## src/logic/wwd_pkg.sv

```systemverilog
`default_nettype none
package wwd_pkg;
   localparam logic [11:0] WWD_OFS_RELOAD = 12'h000;
   localparam logic [11:0] WWD_OFS_MODE0 = 12'h004;
   localparam logic [11:0] WWD_OFS_MODE1 = 12'h008;
   localparam logic [11:0] WWD_OFS_STATUS = 12'h00c;
   localparam logic [11:0] WWD_OFS_PROT = 12'h010;
   localparam logic [11:0] WWD_OFS_CKSEL = 12'h018;
   localparam logic [31:0] WWD_RST_RELOAD = 32'h0000_0000;
   localparam logic [31:0] WWD_RST_MODE0 = 32'h0000_0fff;
   localparam logic [31:0] WWD_RST_MODE1 = 32'h0000_7fff;
   localparam logic [31:0] WWD_RST_STATUS = 32'h0000_0000;
   localparam logic [31:0] WWD_RST_PROT = 32'h0000_0000;
   localparam logic [31:0] WWD_RST_CKSEL = 32'h0000_0000;
   localparam logic [15:0] WWD_RELOAD_KEY = 16'h5fa0;
   localparam logic [15:0] WWD_UNLOCK_KEY = 16'h35ca;
   localparam int WWD_KEY_LSB = 16;
   localparam int WWD_STROBE_BIT = 0;
   localparam int WWD_EN_BIT = 16;
   localparam int WWD_SHLT_LSB = 14;
   localparam int WWD_RSTEN_BIT = 13;
   localparam int WWD_PSC_LSB = 12;
   localparam int WWD_ERR_BIT = 1;
   localparam int WWD_UF_BIT = 0;
   localparam logic [1:0] WWD_SLEEP_NONE = 2'h0;
   localparam logic [1:0] WWD_SLEEP_LIGHT = 2'h1;
   localparam logic [1:0] WWD_SLEEP_DEEP1 = 2'h2;
   localparam logic [1:0] WWD_SLEEP_DEEP2 = 2'h3;
endpackage
`default_nettype wire

```

## src/logic/wwd_regs.sv

```systemverilog
`timescale 1ns/1ps
`default_nettype none
// What this block does
// RULE1: Reload control register at 0x000, write-only, resets to zero.
// RULE2: Keyed reload write loads counter with reload value; zero strobe does nothing.
// RULE3: Reload key 0x5FA0 must accompany the strobe, else whole write discarded.
// RULE4: Mode register 0 at 0x004 resets to 0x0FFF.
// RULE5: Mode register 1 at 0x008 holds delta and prescaler, resets 0x7FFF.
// RULE6: Status register at 0x00C holds error and underflow flags, resets zero.
// RULE7: Protection register at 0x010 resets zero, protection off.
// RULE8: Clock select register at 0x018 resets zero.
// RULE9: Light sleep follows halt field; deepest sleep always stops, count kept.
// RULE10: Reload above delta sets error flag and optional reset; delta>=reload disables.
// RULE11: Flags cleared by writing one, and by system reset.
// RULE12: Writing 0x35CA unlocks configuration; other values lock; bit 0 shows lock.
// RULE13: Clearing run enable restores default count; setting it loads and starts.
// RULE14: Reaching zero while running sets underflow and optional reset request.
module wwd_regs
   import wwd_pkg::*;
(
   input wire logic clk,
   input wire logic resetn,
   input wire logic tick_in,
   input wire logic [1:0] sleep_mode,
   input wire logic sel,
   input wire logic wr,
   input wire logic [11:0] addr,
   input wire logic [31:0] wdata,
   output logic [31:0] rdata,
   output logic wdt_reset_req,
   output logic [11:0] count_value
);
   logic tick_s1, tick_s2, tick_s3;
   logic [31:0] mode0, mode1, cksel;
   logic locked, err_flag, uf_flag, rst_req, running;
   logic [11:0] count;
   logic [6:0] psc;
   logic [31:0] next_mode0, next_mode1, next_cksel;
   logic next_locked, next_err_flag, next_uf_flag, next_rst_req, next_running;
   logic [11:0] next_count;
   logic [6:0] next_psc;
   logic wr_ctrl, reload_ok, halt, tick_edge, step, early, uf_event;
   logic [2:0] psc_sel;
   logic [6:0] psc_lim;

   // Tick pin: two flops to cross in, a third to find the rising edge
   always_ff @(posedge clk) begin
      if (!resetn) begin
         tick_s1 <= 1'b0;
         tick_s2 <= 1'b0;
         tick_s3 <= 1'b0;
      end else begin
         tick_s1 <= tick_in;
         tick_s2 <= tick_s1;
         tick_s3 <= tick_s2;
      end
   end

   assign tick_edge = tick_s2 && !tick_s3;
   assign wr_ctrl = sel && wr && (addr == WWD_OFS_RELOAD); // [RULE1]
   assign reload_ok = wr_ctrl && wdata[WWD_STROBE_BIT]
      && (wdata[WWD_KEY_LSB +: 16] == WWD_RELOAD_KEY); // [RULE2] [RULE3]
   assign psc_sel = mode1[WWD_PSC_LSB +: 3];
   assign psc_lim = 7'((8'h01 << psc_sel) - 8'h01);

   always_comb begin
      halt = 1'b0;
      unique case (sleep_mode) // [RULE9]
         WWD_SLEEP_NONE: halt = 1'b0;
         WWD_SLEEP_LIGHT: halt = mode0[WWD_SHLT_LSB +: 2] == 2'h1
            || mode0[WWD_SHLT_LSB + 1];
         WWD_SLEEP_DEEP1: halt = mode0[WWD_SHLT_LSB + 1];
         WWD_SLEEP_DEEP2: halt = 1'b1;
      endcase
   end

   assign step = running && tick_edge && !halt && (psc >= psc_lim);
   assign early = reload_ok && running && (mode1[11:0] < mode0[11:0])
      && (count > mode1[11:0]); // [RULE10]
   assign uf_event = step && (count == 12'h001); // [RULE14]

   always_comb begin
      next_mode0 = mode0;
      next_mode1 = mode1;
      next_cksel = cksel;
      next_locked = locked;
      next_err_flag = err_flag;
      next_uf_flag = uf_flag;
      next_rst_req = rst_req;
      next_running = running;
      next_count = count;
      next_psc = psc;
      if (sel && wr) begin
         if (addr == WWD_OFS_PROT) begin
            next_locked = wdata[15:0] != WWD_UNLOCK_KEY; // [RULE12]
         end
         if (addr == WWD_OFS_MODE0 && !locked) begin
            next_mode0 = wdata & 32'h0001_efff; // [RULE4]
         end
         if (addr == WWD_OFS_MODE0 && locked) begin
            next_mode0[WWD_EN_BIT] = wdata[WWD_EN_BIT];
            next_mode0[WWD_SHLT_LSB +: 2] = wdata[WWD_SHLT_LSB +: 2];
         end
         if (addr == WWD_OFS_MODE1 && !locked) begin
            next_mode1 = wdata & 32'h0000_7fff; // [RULE5]
         end
         if (addr == WWD_OFS_CKSEL) begin
            next_cksel = wdata & 32'h0000_0001; // [RULE8]
         end
         if (addr == WWD_OFS_STATUS) begin
            if (wdata[WWD_ERR_BIT]) begin
               next_err_flag = 1'b0; // [RULE11]
            end
            if (wdata[WWD_UF_BIT]) begin
               next_uf_flag = 1'b0; // [RULE11]
            end
         end
      end
      if (next_mode0[WWD_EN_BIT] && !mode0[WWD_EN_BIT]) begin
         next_running = 1'b1; // [RULE13]
         next_count = next_mode0[11:0];
         next_psc = 7'h00;
      end else if (!next_mode0[WWD_EN_BIT]) begin
         next_running = 1'b0; // [RULE13]
         next_count = WWD_RST_MODE0[11:0];
         next_psc = 7'h00;
      end else if (reload_ok) begin
         next_count = mode0[11:0]; // [RULE2]
         next_psc = 7'h00;
      end else if (tick_edge && running && !halt) begin
         next_psc = (psc >= psc_lim) ? 7'h00 : 7'(psc + 7'h01);
         if (step && count != 12'h000) begin
            next_count = 12'(count - 12'h001);
         end
      end
      if (early) begin
         next_err_flag = 1'b1; // [RULE10]
      end
      if (uf_event) begin
         next_uf_flag = 1'b1; // [RULE14]
      end
      if ((early || uf_event) && mode0[WWD_RSTEN_BIT]) begin
         next_rst_req = 1'b1; // [RULE10] [RULE14]
      end
   end

   always_ff @(posedge clk) begin
      if (!resetn) begin
         mode0 <= WWD_RST_MODE0; // [RULE4]
         mode1 <= WWD_RST_MODE1; // [RULE5]
         cksel <= WWD_RST_CKSEL; // [RULE8]
         locked <= WWD_RST_PROT[0]; // [RULE7]
         err_flag <= WWD_RST_STATUS[WWD_ERR_BIT]; // [RULE6] [RULE11]
         uf_flag <= WWD_RST_STATUS[WWD_UF_BIT]; // [RULE6] [RULE11]
         rst_req <= 1'b0;
         running <= 1'b0;
         count <= WWD_RST_MODE0[11:0];
         psc <= 7'h00;
      end else begin
         mode0 <= next_mode0;
         mode1 <= next_mode1;
         cksel <= next_cksel;
         locked <= next_locked;
         err_flag <= next_err_flag;
         uf_flag <= next_uf_flag;
         rst_req <= next_rst_req;
         running <= next_running;
         count <= next_count;
         psc <= next_psc;
      end
   end

   always_comb begin
      rdata = 32'h0000_0000;
      if (sel && !wr) begin
         unique case (addr)
            WWD_OFS_MODE0: rdata = mode0;
            WWD_OFS_MODE1: rdata = mode1;
            WWD_OFS_STATUS: rdata = {30'h0, err_flag, uf_flag}; // [RULE6]
            WWD_OFS_PROT: rdata = {31'h0, locked}; // [RULE12]
            WWD_OFS_CKSEL: rdata = cksel;
            default: rdata = 32'h0000_0000; // [RULE1]
         endcase
      end
   end

   assign wdt_reset_req = rst_req;
   assign count_value = count;

   property p_reload_loads; // [RULE2]
      @(posedge clk) disable iff (!resetn)
         reload_ok && mode0[WWD_EN_BIT] && running && (sel && wr)
         |=> count == $past(mode0[11:0]);
   endproperty
   a_reload_loads: assert property (p_reload_loads) else $error("reload missed"); // [RULE2]

   property p_bad_key; // [RULE3]
      @(posedge clk) disable iff (!resetn)
         wr_ctrl && wdata[WWD_KEY_LSB +: 16] != WWD_RELOAD_KEY && running && !step
         && mode0[WWD_EN_BIT] |=> $stable(count);
   endproperty
   a_bad_key: assert property (p_bad_key) else $error("bad key reloaded"); // [RULE3]

   property p_early_err; // [RULE10]
      @(posedge clk) disable iff (!resetn)
         early |=> err_flag && (rst_req == ($past(mode0[WWD_RSTEN_BIT]) || $past(rst_req)));
   endproperty
   a_early_err: assert property (p_early_err) else $error("early reload not flagged"); // [RULE10]

   property p_uf; // [RULE14]
      @(posedge clk) disable iff (!resetn)
         uf_event |=> uf_flag && count == 12'h000;
   endproperty
   a_uf: assert property (p_uf) else $error("underflow not flagged"); // [RULE14]

   property p_lock; // [RULE12]
      @(posedge clk) disable iff (!resetn)
         sel && wr && addr == WWD_OFS_PROT
         |=> locked == ($past(wdata[15:0]) != WWD_UNLOCK_KEY);
   endproperty
   a_lock: assert property (p_lock) else $error("lock state wrong"); // [RULE12]

   property p_deep2; // [RULE9]
      @(posedge clk) disable iff (!resetn)
         sleep_mode == WWD_SLEEP_DEEP2 && $past(sleep_mode) == WWD_SLEEP_DEEP2
         && mode0[WWD_EN_BIT] && $past(mode0[WWD_EN_BIT]) && !$past(reload_ok)
         |-> $stable(count);
   endproperty
   a_deep2: assert property (p_deep2) else $error("count moved in deep sleep"); // [RULE9]

   property p_disable; // [RULE13]
      @(posedge clk) disable iff (!resetn)
         !mode0[WWD_EN_BIT] |-> !running && count == WWD_RST_MODE0[11:0];
   endproperty
   a_disable: assert property (p_disable) else $error("disabled counter not default"); // [RULE13]

   property p_w1c; // [RULE11]
      @(posedge clk) disable iff (!resetn)
         sel && wr && addr == WWD_OFS_STATUS && wdata[WWD_UF_BIT] && !uf_event |=> !uf_flag;
   endproperty
   a_w1c: assert property (p_w1c) else $error("underflow flag not cleared"); // [RULE11]

   property p_err_w1c; // [RULE11]
      @(posedge clk) disable iff (!resetn)
         sel && wr && addr == WWD_OFS_STATUS && wdata[WWD_ERR_BIT] && !early
         |=> !err_flag;
   endproperty
   a_err_w1c: assert property (p_err_w1c) else $error("error flag not cleared"); // [RULE11]

   property p_strobe_zero; // [RULE2]
      @(posedge clk) disable iff (!resetn)
         wr_ctrl && !wdata[WWD_STROBE_BIT] && running && !step |=> $stable(count);
   endproperty
   a_strobe_zero: assert property (p_strobe_zero) else $error("zero strobe acted"); // [RULE2]

   property p_en_start; // [RULE13]
      @(posedge clk) disable iff (!resetn)
         $rose(mode0[WWD_EN_BIT]) |-> running && count == mode0[11:0];
   endproperty
   a_en_start: assert property (p_en_start) else $error("enable missed load"); // [RULE13]

   property p_rst_mode0; // [RULE4]
      @(posedge clk) disable iff (!resetn)
         !$past(resetn) |-> mode0 == WWD_RST_MODE0 && count == WWD_RST_MODE0[11:0];
   endproperty
   a_rst_mode0: assert property (p_rst_mode0) else $error("mode 0 reset wrong"); // [RULE4]

   property p_rst_mode1; // [RULE5]
      @(posedge clk) disable iff (!resetn)
         !$past(resetn) |-> mode1 == WWD_RST_MODE1;
   endproperty
   a_rst_mode1: assert property (p_rst_mode1) else $error("mode 1 reset wrong"); // [RULE5]

   property p_rst_status; // [RULE6]
      @(posedge clk) disable iff (!resetn)
         !$past(resetn) |-> {err_flag, uf_flag} == WWD_RST_STATUS[1:0] && !rst_req;
   endproperty
   a_rst_status: assert property (p_rst_status) else $error("status reset wrong"); // [RULE6]

   property p_rst_prot; // [RULE7]
      @(posedge clk) disable iff (!resetn)
         !$past(resetn) |-> locked == WWD_RST_PROT[0];
   endproperty
   a_rst_prot: assert property (p_rst_prot) else $error("protection reset wrong"); // [RULE7]

   property p_rst_cksel; // [RULE8]
      @(posedge clk) disable iff (!resetn)
         !$past(resetn) |-> cksel == WWD_RST_CKSEL;
   endproperty
   a_rst_cksel: assert property (p_rst_cksel) else $error("clock select reset wrong"); // [RULE8]

   property p_read_ctrl; // [RULE1]
      @(posedge clk) disable iff (!resetn)
         sel && !wr && addr == WWD_OFS_RELOAD |-> rdata == 32'h0000_0000;
   endproperty
   a_read_ctrl: assert property (p_read_ctrl) else $error("reload register readable"); // [RULE1]

   property p_halt_deep1; // [RULE9]
      @(posedge clk) disable iff (!resetn)
         sleep_mode == WWD_SLEEP_DEEP1 && mode0[WWD_SHLT_LSB + 1] && !(sel && wr)
         |=> $stable(count);
   endproperty
   a_halt_deep1: assert property (p_halt_deep1) else $error("count moved while halted"); // [RULE9]

   property p_lock_mode1; // [RULE12]
      @(posedge clk) disable iff (!resetn)
         locked && sel && wr && addr == WWD_OFS_MODE1 |=> $stable(mode1);
   endproperty
   a_lock_mode1: assert property (p_lock_mode1) else $error("locked mode 1 written"); // [RULE12]
endmodule // wwd_regs
`default_nettype wire

```

## config.mk

```make
export PLATFORM = sky130hd
export DESIGN_NAME = wwd_regs
export DESIGN_NICKNAME = d
export VERILOG_FILES = /design/src/logic/wwd_pkg.sv /design/src/logic/wwd_regs.sv
export SDC_FILE = /design/constraint.sdc
export NUM_CORES = 1
export LEC_CHECK = 0
export BUFFER_PORTS_ARGS = -buffer_cell sky130_fd_sc_hd__buf_4
export CAP_MARGIN = 5
export CORE_MARGIN = 3
export CORE_UTILIZATION = 50
export DETAILED_ROUTE_END_ITERATION = 8
export PLACE_DENSITY = 0.79
export SYNTH_ARGS = -nofsm -noshare
export SYNTH_HDL_FRONTEND = slang
export SYNTH_SLANG_ARGS = --single-unit
```

## constraint.sdc

```tcl
create_clock -name clk -period 3.6 [get_ports clk]
set_input_delay 0.18 -clock clk [delete_from_list [all_inputs] [get_ports clk]]
set_output_delay 0.18 -clock clk [all_outputs]
set_load 0.01 [all_outputs]
```

-- Word-level counts from Yosys, hierarchy flattened
Cells that the tools add are included.
- register bits: 59
- input port bits: 51
- logic and storage cells: 106
- $add $sub $neg: 3
- magnitude comparators: 3
- eq/ne operators: 15
- shift operators: 1
- multiplexer cells: 22
- bitwise gates (word level): 2
- reductions and logical operators: 45
- operators with widths (kind ; number):
    $pmux 17 s5 ; 1
    $mux 12 ; 5
    $mux 17 ; 3
    $eq 12x4->1 const B ; 2
    $eq 12x5->1 const B ; 2
    $logic_and 1x1->1 ; 19
    $eq 16x15->1 const B ; 1
    $ne 16x14->1 const B ; 1
    $reduce_bool 2->1 ; 7
    $eq 12x1->1 const B ; 1
    $eq 12x3->1 const B ; 1
    $gt 12x12->1 ; 1
    $logic_not 12->1 ; 1
    $lt 12x12->1 ; 1
    $reduce_and 2->1 ; 6
    $reduce_bool 12->1 ; 1
    $sub 12x1->12 const B ; 1
    $mux 1 ; 10
    $ne 4x1->1 const B ; 2
    $add 7x1->7 const B ; 1
    $ge 7x7->1 ; 1
    $mux 7 ; 1
    $shl 1x3->7 const A ; 1
    $sub 7x1->7 const B ; 1
    other kinds (11) ; 20

-- Logic depth before layout (Yosys ltp)
Gate-level depths: netlist (run 1).
- word-level depth: 12
- gate-level depth with buffers: 9
- gate-level depth less buffers: 8

-- Least setup slack after synthesis (run 1)
No wires, ideal clock.
- path kind: register to register
- from: reg mode1[13]
- to: reg count[4] (netlist: count_value[4])
- arrival time: 2.489 ns
- data required time: 3.517 ns
- slack: 1.028 ns
- stages on the path, launching flop included: 10
- buffers on the path: 1
- cell sequence: dfxtp_1 nand3_1 ha_1 and3_1 a221o_1 a31oi_1 or2_2 buf_1 a22oi_1 o221ai_1
- longest elaborated chain between the ends: 7
- RTL lines (element ; RTL line ; source):
    start: declaration ; wwd_regs.sv:34 ; logic [31:0] mode0, mode1, cksel;
    start signal: assignment ; wwd_regs.sv:161 ; mode1 <= next_mode1;
    $shl 1x3->7 ; wwd_regs.sv:64 ; assign psc_lim = 7'((8'h01 << psc_sel) - 8'h01);
    $sub 7x1->7 ; wwd_regs.sv:64 ;
    $ge 7x7->1 ; wwd_regs.sv:77 ; assign step = running && tick_edge && !halt && (psc >= psc_lim);
    $logic_and 1x1->1 ; wwd_regs.sv:77 ;
    $logic_and 1x1->1 ; wwd_regs.sv:132 ; if (step && count != 12'h000) begin
    $ne 4x1->1 (no source line) ; n/a ;
    $reduce_and 2->1 (no source line) ; n/a ;
    end signal: assignment ; wwd_regs.sv:157 ; count <= WWD_RST_MODE0[11:0];
    end signal: assignment ; wwd_regs.sv:168 ; count <= next_count;
    end: declaration ; wwd_regs.sv:36 ; logic [11:0] count;
Every way passes these cells.
A chain may end at the register's enable or synchronous reset.

-- Worst setup path in the final report (run 1)
- from: in addr[11]
- to: reg count[5] (netlist: count_value[5])
- longest elaborated chain between the ends: 8
- RTL lines (element ; RTL line ; source):
    start: declaration ; wwd_regs.sv:27 ; input wire logic [11:0] addr,
    $eq 12x3->1 ; wwd_regs.sv:97, wwd_regs.sv:100 ;
    $logic_and 1x1->1 ; wwd_regs.sv:97 ; if (addr == WWD_OFS_MODE0 && !locked) begin
    $mux 17 ; wwd_regs.sv:97 ;
    $mux 3 ; wwd_regs.sv:100 ; if (addr == WWD_OFS_MODE0 && locked) begin
    $mux 17 ; wwd_regs.sv:93 ; if (sel && wr) begin
    $logic_and 1x1->1 ; wwd_regs.sv:119 ; if (next_mode0[WWD_EN_BIT] && !mode0[WWD_EN_BIT]) begin
    $ne 4x1->1 (no source line) ; n/a ;
    $reduce_and 2->1 (no source line) ; n/a ;
Parallel ways exist; a longest one is shown, timed or not. The select of a mux whose other input is x is not followed.

==> results of run 1 <==
==> sequential cells by signal, indices dropped and copies added (netlist names) <==
name           cells
wdt_reset_req      1
err_flag           1
tick_s3            1
running            1
tick_s2            1
uf_flag            1
count_value       12
locked             1
psc                7
mode1             15
tick_s1            1
mode0             16
cksel              1
==> cell usage after synthesis, types with 3 or more instances <==
cell type  number
o21a_1          3
clkbuf_1       15
mux2i_1         4
a22oi_2         3
nand4_1        13
a21oi_1        20
nor4bb_1        6
o21ai_0        17
a21o_1          7
o221ai_1        8
nor3_1         12
and2_1          5
nor2_1         39
nand3_1        18
a22oi_1        16
xor2_1          4
o22ai_1        12
buf_2           4
nor4_1          4
ha_1           33
inv_1          37
nor4_4          3
and3_1          5
o211ai_1       27
nand2b_1        5
nor2b_1         8
buf_4          15
nand2_1        52
dfxtp_1        59
a21boi_0        5
==> worst paths after layout <==
kind	startpoint	endpoint	cells after the start
max	addr[11]	count_value[5]	7
min	tick_in	tick_s1	2
max reg2reg	mode1[13]	count_value[3]	9
min reg2reg	tick_s1	tick_s2	1
==> per-stage QoR <==
stage,area (um^2),total power (W)
2_1_floorplan,4170,0.000720
3_3_place_gp,4730,0.000771
3_5_place_dp,4730,0.000773
4_1_cts,4930,0.00139
5_1_grt,4930,0.00143
6_report,4930,0.00140
==> report_power, final <==
group          internal [W]  total (W)  switching, W  leakage, nW
Combinational     0.0000490   0.000106     0.0000572         1.66
Sequential         0.000653   0.000654   0.000000535        0.477
Clock              0.000338   0.000636      0.000298       0.0987
Total               0.00104    0.00140      0.000355         2.23
==> layer usage <==
layer	up-vias	wire length (um)	part of all wire
met5	-	0	0
met3	48	1040	0.080
met4	0	388	0.030
li1	2012	-	-
met1	2024	5340	0.41
met2	226	6240	0.48
==> cell type report <==
cell class | instances | area, um^2 | area share
clock buffer | 10 | 138 | 0.0279
clock inverter | 6 | 63.8 | 0.0129
inverter | 37 | 139 | 0.0282
multi-input combinational | 391 | 2630 | 0.534
sequential | 59 | 1180 | 0.240
tap | 102 | 128 | 0.0259
timing repair buffer | 86 | 646 | 0.131
==> kinds of logic after synthesis <==
group           count (synthesis)  synth area share
simple gates                  192             0.257
mux                             4           0.00973
compound gates                141             0.247
flops                          59             0.287
buf+inv                        74            0.0860
fa+ha+maj                      33             0.100
xor+xnor                        6            0.0128
other cells                     1          0.000911
==> impl_metrics.tcl, run 1 <==
set metrics [dict create \
    drcViolationCount 0 \
    drt_wl_total_um 13000 \
    end_kind "flip-flop" \
    diodes 0 \
    yosysWarnings 0 \
    critPathSlowestCell "or4_1" \
    rows 32 \
    portBuffers 80 \
    drt-wirelength-per-cell_um 18.8 \
    finalNonFillerCells 691 \
    grt_pass1_vias 4132 \
    drv_cap 0 \
    finalHoldViolCount 0 \
    dieHeight_um 96.7 \
    clock_latency_ps 340 \
    ys.flop_type "dfxtp_1" \
    p_leak_nw 2.23 \
    final_antenna_net_count 0 \
    cp-start-kind "input port" \
    path_delay_family "simple AND/OR/NAND/NOR gates" \
    slew_violations 0 \
    die-area_mm2 0.00936 \
    postCtsSetupBuffers 0 \
    cts_root_buf "clkbuf_8" \
    required_ps 3790 \
    cts.sinks 59 \
    fillers 711 \
    setup_tns_ps 0 \
    cts.repair.resized 0 \
    cts_buffers 9 \
    synthTopCellsByArea "dfxtp_1 29%, ha_1 10%, o211ai_1 4.9%, nand2_1 4.7%, nor2_1 3.6%" \
    vias_per_cell 6.24 \
    area_delta_synth_final_pct 19.7 \
    cts_tree "yes" \
    fin_worst_skew_ps 9.97 \
    ys_types 67 \
    async_flop_share 0 \
    path_clk_slew_ps 70 \
    layout_commonest_cell "buf_4" \
    arrival_ps 2810 \
    p_per_area_mw_per_mm2 283 \
    pre_cts_ws_ps 663 \
    grt_pass1_wl_um 21200 \
    crit_type "in -> reg" \
    synthesis.area_mm2 0.00412 \
    fmax_ghz 0.382 \
    cts_buffer_depth 2 \
    gr-usage-met3 0.0469 \
    ys_seq_area_frac 0.287 \
    rsz0062_at_grt "no" \
    grt.total_usage 0.276 \
    cp_cell_sequence "buf_4, or4_4, or4_1, nor4_4, a21oi_1, o22ai_1, o221ai_1" \
    fin_ws_ps 982 \
    fin_hold_ws_ps 48.8 \
    met1_usage 0.366 \
    die_w_um 96.7 \
    hold_path.class "in -> reg" \
    drt_first_iter_violations 424 \
    place.gp.congestion 0.941 \
    top_usage_layer "met2" \
    path_max_fanout 11 \
    setup_violations 0 \
    met2_usage 0.448 \
    post-route-util 0.628 \
    postCtsHoldBufs 0 \
    drive_gt1_frac 0.202 \
    antenna_found_initial 0 \
    synth_edf_count 0 \
    place_inst 675 \
    num_vias 4310 \
    coreArea_mm2 0.00785 \
    postSynthCellCount 510 \
    synth_top_area_frac 0.287 \
    grt_start_max_net_pins 55 \
    r2r_slack_ps 1080 \
    grt_overflow 0 \
    slew_headroom 0.164 \
    fin_crit_ps 2620 \
    ys_ff_latch 59 \
    max-vdd-ir-drop_uv 193 \
    synth_top_cell_by_area "dfxtp_1" \
    crit_path_max_incr_delay_ps 730 \
    worst-path-buf-inv 1 \
    fin_crit_sh 0.727 \
    htree_levels 3 \
    finalNetCount 668 \
    hpwl_um 9740 \
    firstDrtPassIters 5 \
    avgSynthCellArea_um2 8.07 \
    ios 96 \
    initial_core_util 0.525 \
    final_cell_mix "86 x buf_4, 59 x dfxtp_1, 52 x nand2_1, 39 x nor2_1, 37 x inv_1" \
    status "finished clean" \
    worstMarginPinSlew_ps 1250 \
]
No activity file was read; power rests on OpenSTA's default activity.
==> inputs of run 2 (changes only) <==
Settings changed: ABC_AREA set to 1, PLACE_DENSITY 0.79 to 0.81.
Clock period 3.6 ns to 2.2 ns, I/O delays scaled along.
==> impl_metrics.tcl, run 2 <==
set metrics [dict create \
    status "finished clean" \
    hpwl_um 10200 \
    num_vias 4731 \
    worst-path-buf-inv 3 \
    setup_violations 0 \
    fmax_ghz 0.504 \
    synthesis.area_mm2 0.00445 \
    final_antenna_net_count 0 \
    top_register "mode0" \
    grt_start_max_net_pins 46 \
    antenna_found_initial 0 \
    grt_overflow 0 \
    async_flop_share 0 \
    rsz0062_at_grt "no" \
    rr_worst_depth 11 \
    htree_levels 3 \
    setup_tns_ps 0 \
    hold_path.class "in -> reg" \
    portBuffers 80 \
    critPathSlowestCell "dfxtp_1" \
    die_w_um 100 \
    initial_core_util 0.529 \
    finalHoldViolCount 0 \
    path_depth 11 \
    cts_buffers 9 \
    path_max_fanout 12 \
    worstMarginPinSlew_ps 707 \
    grt.total_usage 0.265 \
    ys_top_cells_by_count "181 x nand2_1, 97 x inv_1, 79 x nand3_1" \
    vias_per_cell 5.41 \
    drive_gt1_frac 0.178 \
    synth_edf_count 0 \
    p_per_area_mw_per_mm2 447 \
    cts.sinks 59 \
    synth_top_cell_by_area "dfxtp_1" \
    synth_most_common_cell "nand2_1" \
    firstDrtPassIters 6 \
    max-vdd-ir-drop_uv 425 \
    grt_pass1_wl_um 21300 \
    dieHeight_um 100 \
    required_ps 2490 \
    end_kind "flip-flop" \
    final_cell_mix "181 x nand2_1, 97 x inv_1, 91 x buf_4, 79 x nand3_1, 56 x dfxtp_1" \
    p_leak_nw 2.89 \
    cts_buffer_depth 2 \
    drt_wl_total_um 12900 \
    cts_root_buf "clkbuf_8" \
    cts_tree "yes" \
    ys_seq_area_frac 0.265 \
    clock_latency_ps 350 \
    coreArea_mm2 0.00842 \
    die-area_mm2 0.0101 \
    yosysWarnings 0 \
    avgSynthCellArea_um2 6.49 \
    hold_depth 3 \
    ios 96 \
    ys.flop_type "dfxtp_1" \
    cp_cell_sequence "inv_1, ha_1, nand2_1, nor2_1, nand4_1, nand3_1, buf_4, nand3_1, nand2_1, inv_1, nand2_1" \
    crit_top_cell "nand2_1" \
    area_delta_synth_final_pct 19.4 \
    fin_crit_ps 1980 \
    crit_type "reg -> reg" \
    post-route-util 0.631 \
    synthTopCellsByArea "dfxtp_1 27%, nand2_1 15%, ha_1 9.3%, nand3_1 8.9%, inv_1 8.2%" \
    fin_worst_skew_ps 7.64 \
    ys_ff_latch 59 \
    drv_cap 0 \
    arrival_ps 2270 \
    diodes 0 \
    drt_first_iter_violations 414 \
    drcViolationCount 0 \
    fillers 776 \
    fin_crit_sh 0.902 \
    postSynthCellCount 686 \
    slew_violations 0 \
    synth_top_area_frac 0.265 \
    grt_pass1_vias 4490 \
    drt-wirelength-per-cell_um 14.8 \
    path_delay_family "simple AND/OR/NAND/NOR gates" \
    crit_path_max_incr_delay_ps 350 \
    finalNetCount 849 \
    path_clk_slew_ps 70 \
    postCtsSetupBuffers 0 \
    cp-start-kind "flip-flop" \
    slew_headroom 0.529 \
    layout_commonest_cell "nand2_1" \
    rows 33 \
    largest_reg_flops 16 \
    place.gp.congestion 1.01 \
    ys_types 41 \
]
## run 2: path summary, 6_finish.rpt
path	startpoint	end	slack, ps
hold reg to reg	tick_s1	tick_s2	430
setup / recovery	count_value[0]	count_value[10]	220
setup reg to reg	count_value[0]	count_value[10]	220
hold / removal	wdata[11]	mode0[11]	20
## run 2: through the flow
stage	worst slack (ps)	cell area, um^2	std cells	power [W]	hold slack, ps
4_1_cts	71.0	5300	874	0.00239	4.05
3_3_place_gp	156	5070	858	0.00127	296
6_report	215	5320	874	0.00237	15.0
5_1_grt	8.66	5320	874	0.00245	10.0
3_5_place_dp	112	5070	858	0.00127	303
2_1_floorplan	293	4500	700	0.00119	208
## run 2: repair_timing
item	4_1_cts	5_1_grt
gates resized for setup	0	6
hold buffers	1	0
setup endpoints to repair	0	15
endpoints found under the hold margin	1	0
## run 2: cells by family after synthesis
group,count (synthesis),share of synthesized area
other cells,1,0.000842
buf+inv,137,0.140
compound gates,77,0.100
flops,59,0.265
simple gates,366,0.375
fa+ha+maj,33,0.0927
xor+xnor,13,0.0256
## run 2: per-layer routing
metal / wire length [um] / part of all wire / vias up / GRT usage
li1: - / - / 2338 / -
met1: 5400 / 0.42 / 2123 / 0.339
met2: 6030 / 0.47 / 232 / 0.427
met3: 1160 / 0.090 / 38 / 0.0785
met4: 317 / 0.025 / 0 / 0.0902
met5: 0 / 0 / - / 0
## run 2: final cells by class
class | instances | area, um^2 | area share
timing repair buffer | 92 | 693 | 0.130
clock buffer | 11 | 151 | 0.0285
tap | 105 | 131 | 0.0247
inverter | 99 | 372 | 0.0699
sequential | 59 | 1190 | 0.224
clock inverter | 4 | 73.8 | 0.0139
multi-input combinational | 504 | 2710 | 0.509
## run 2: worst register-to-register path, cell delays in order (launching register included)
cell and delay [ps]:
dfxtp_1 350, inv_1 140, ha_1 280, nand2_1 130, nor2_1 200, nand4_1 150
nand3_1 170, buf_4 200, nand3_1 100, nand2_1 100, inv_1 40, nand2_1 60
## run 2: power by group
group | total [W] | switching, W | internal, W | leakage, nW
clock network | 0.00113 | 0.000433 | 0.000693 | 0.115
registers | 0.00107 | 0.000000812 | 0.00107 | 0.477
logic | 0.000181 | 0.000100 | 0.0000804 | 2.30
total | 0.00237 | 0.000534 | 0.00184 | 2.89
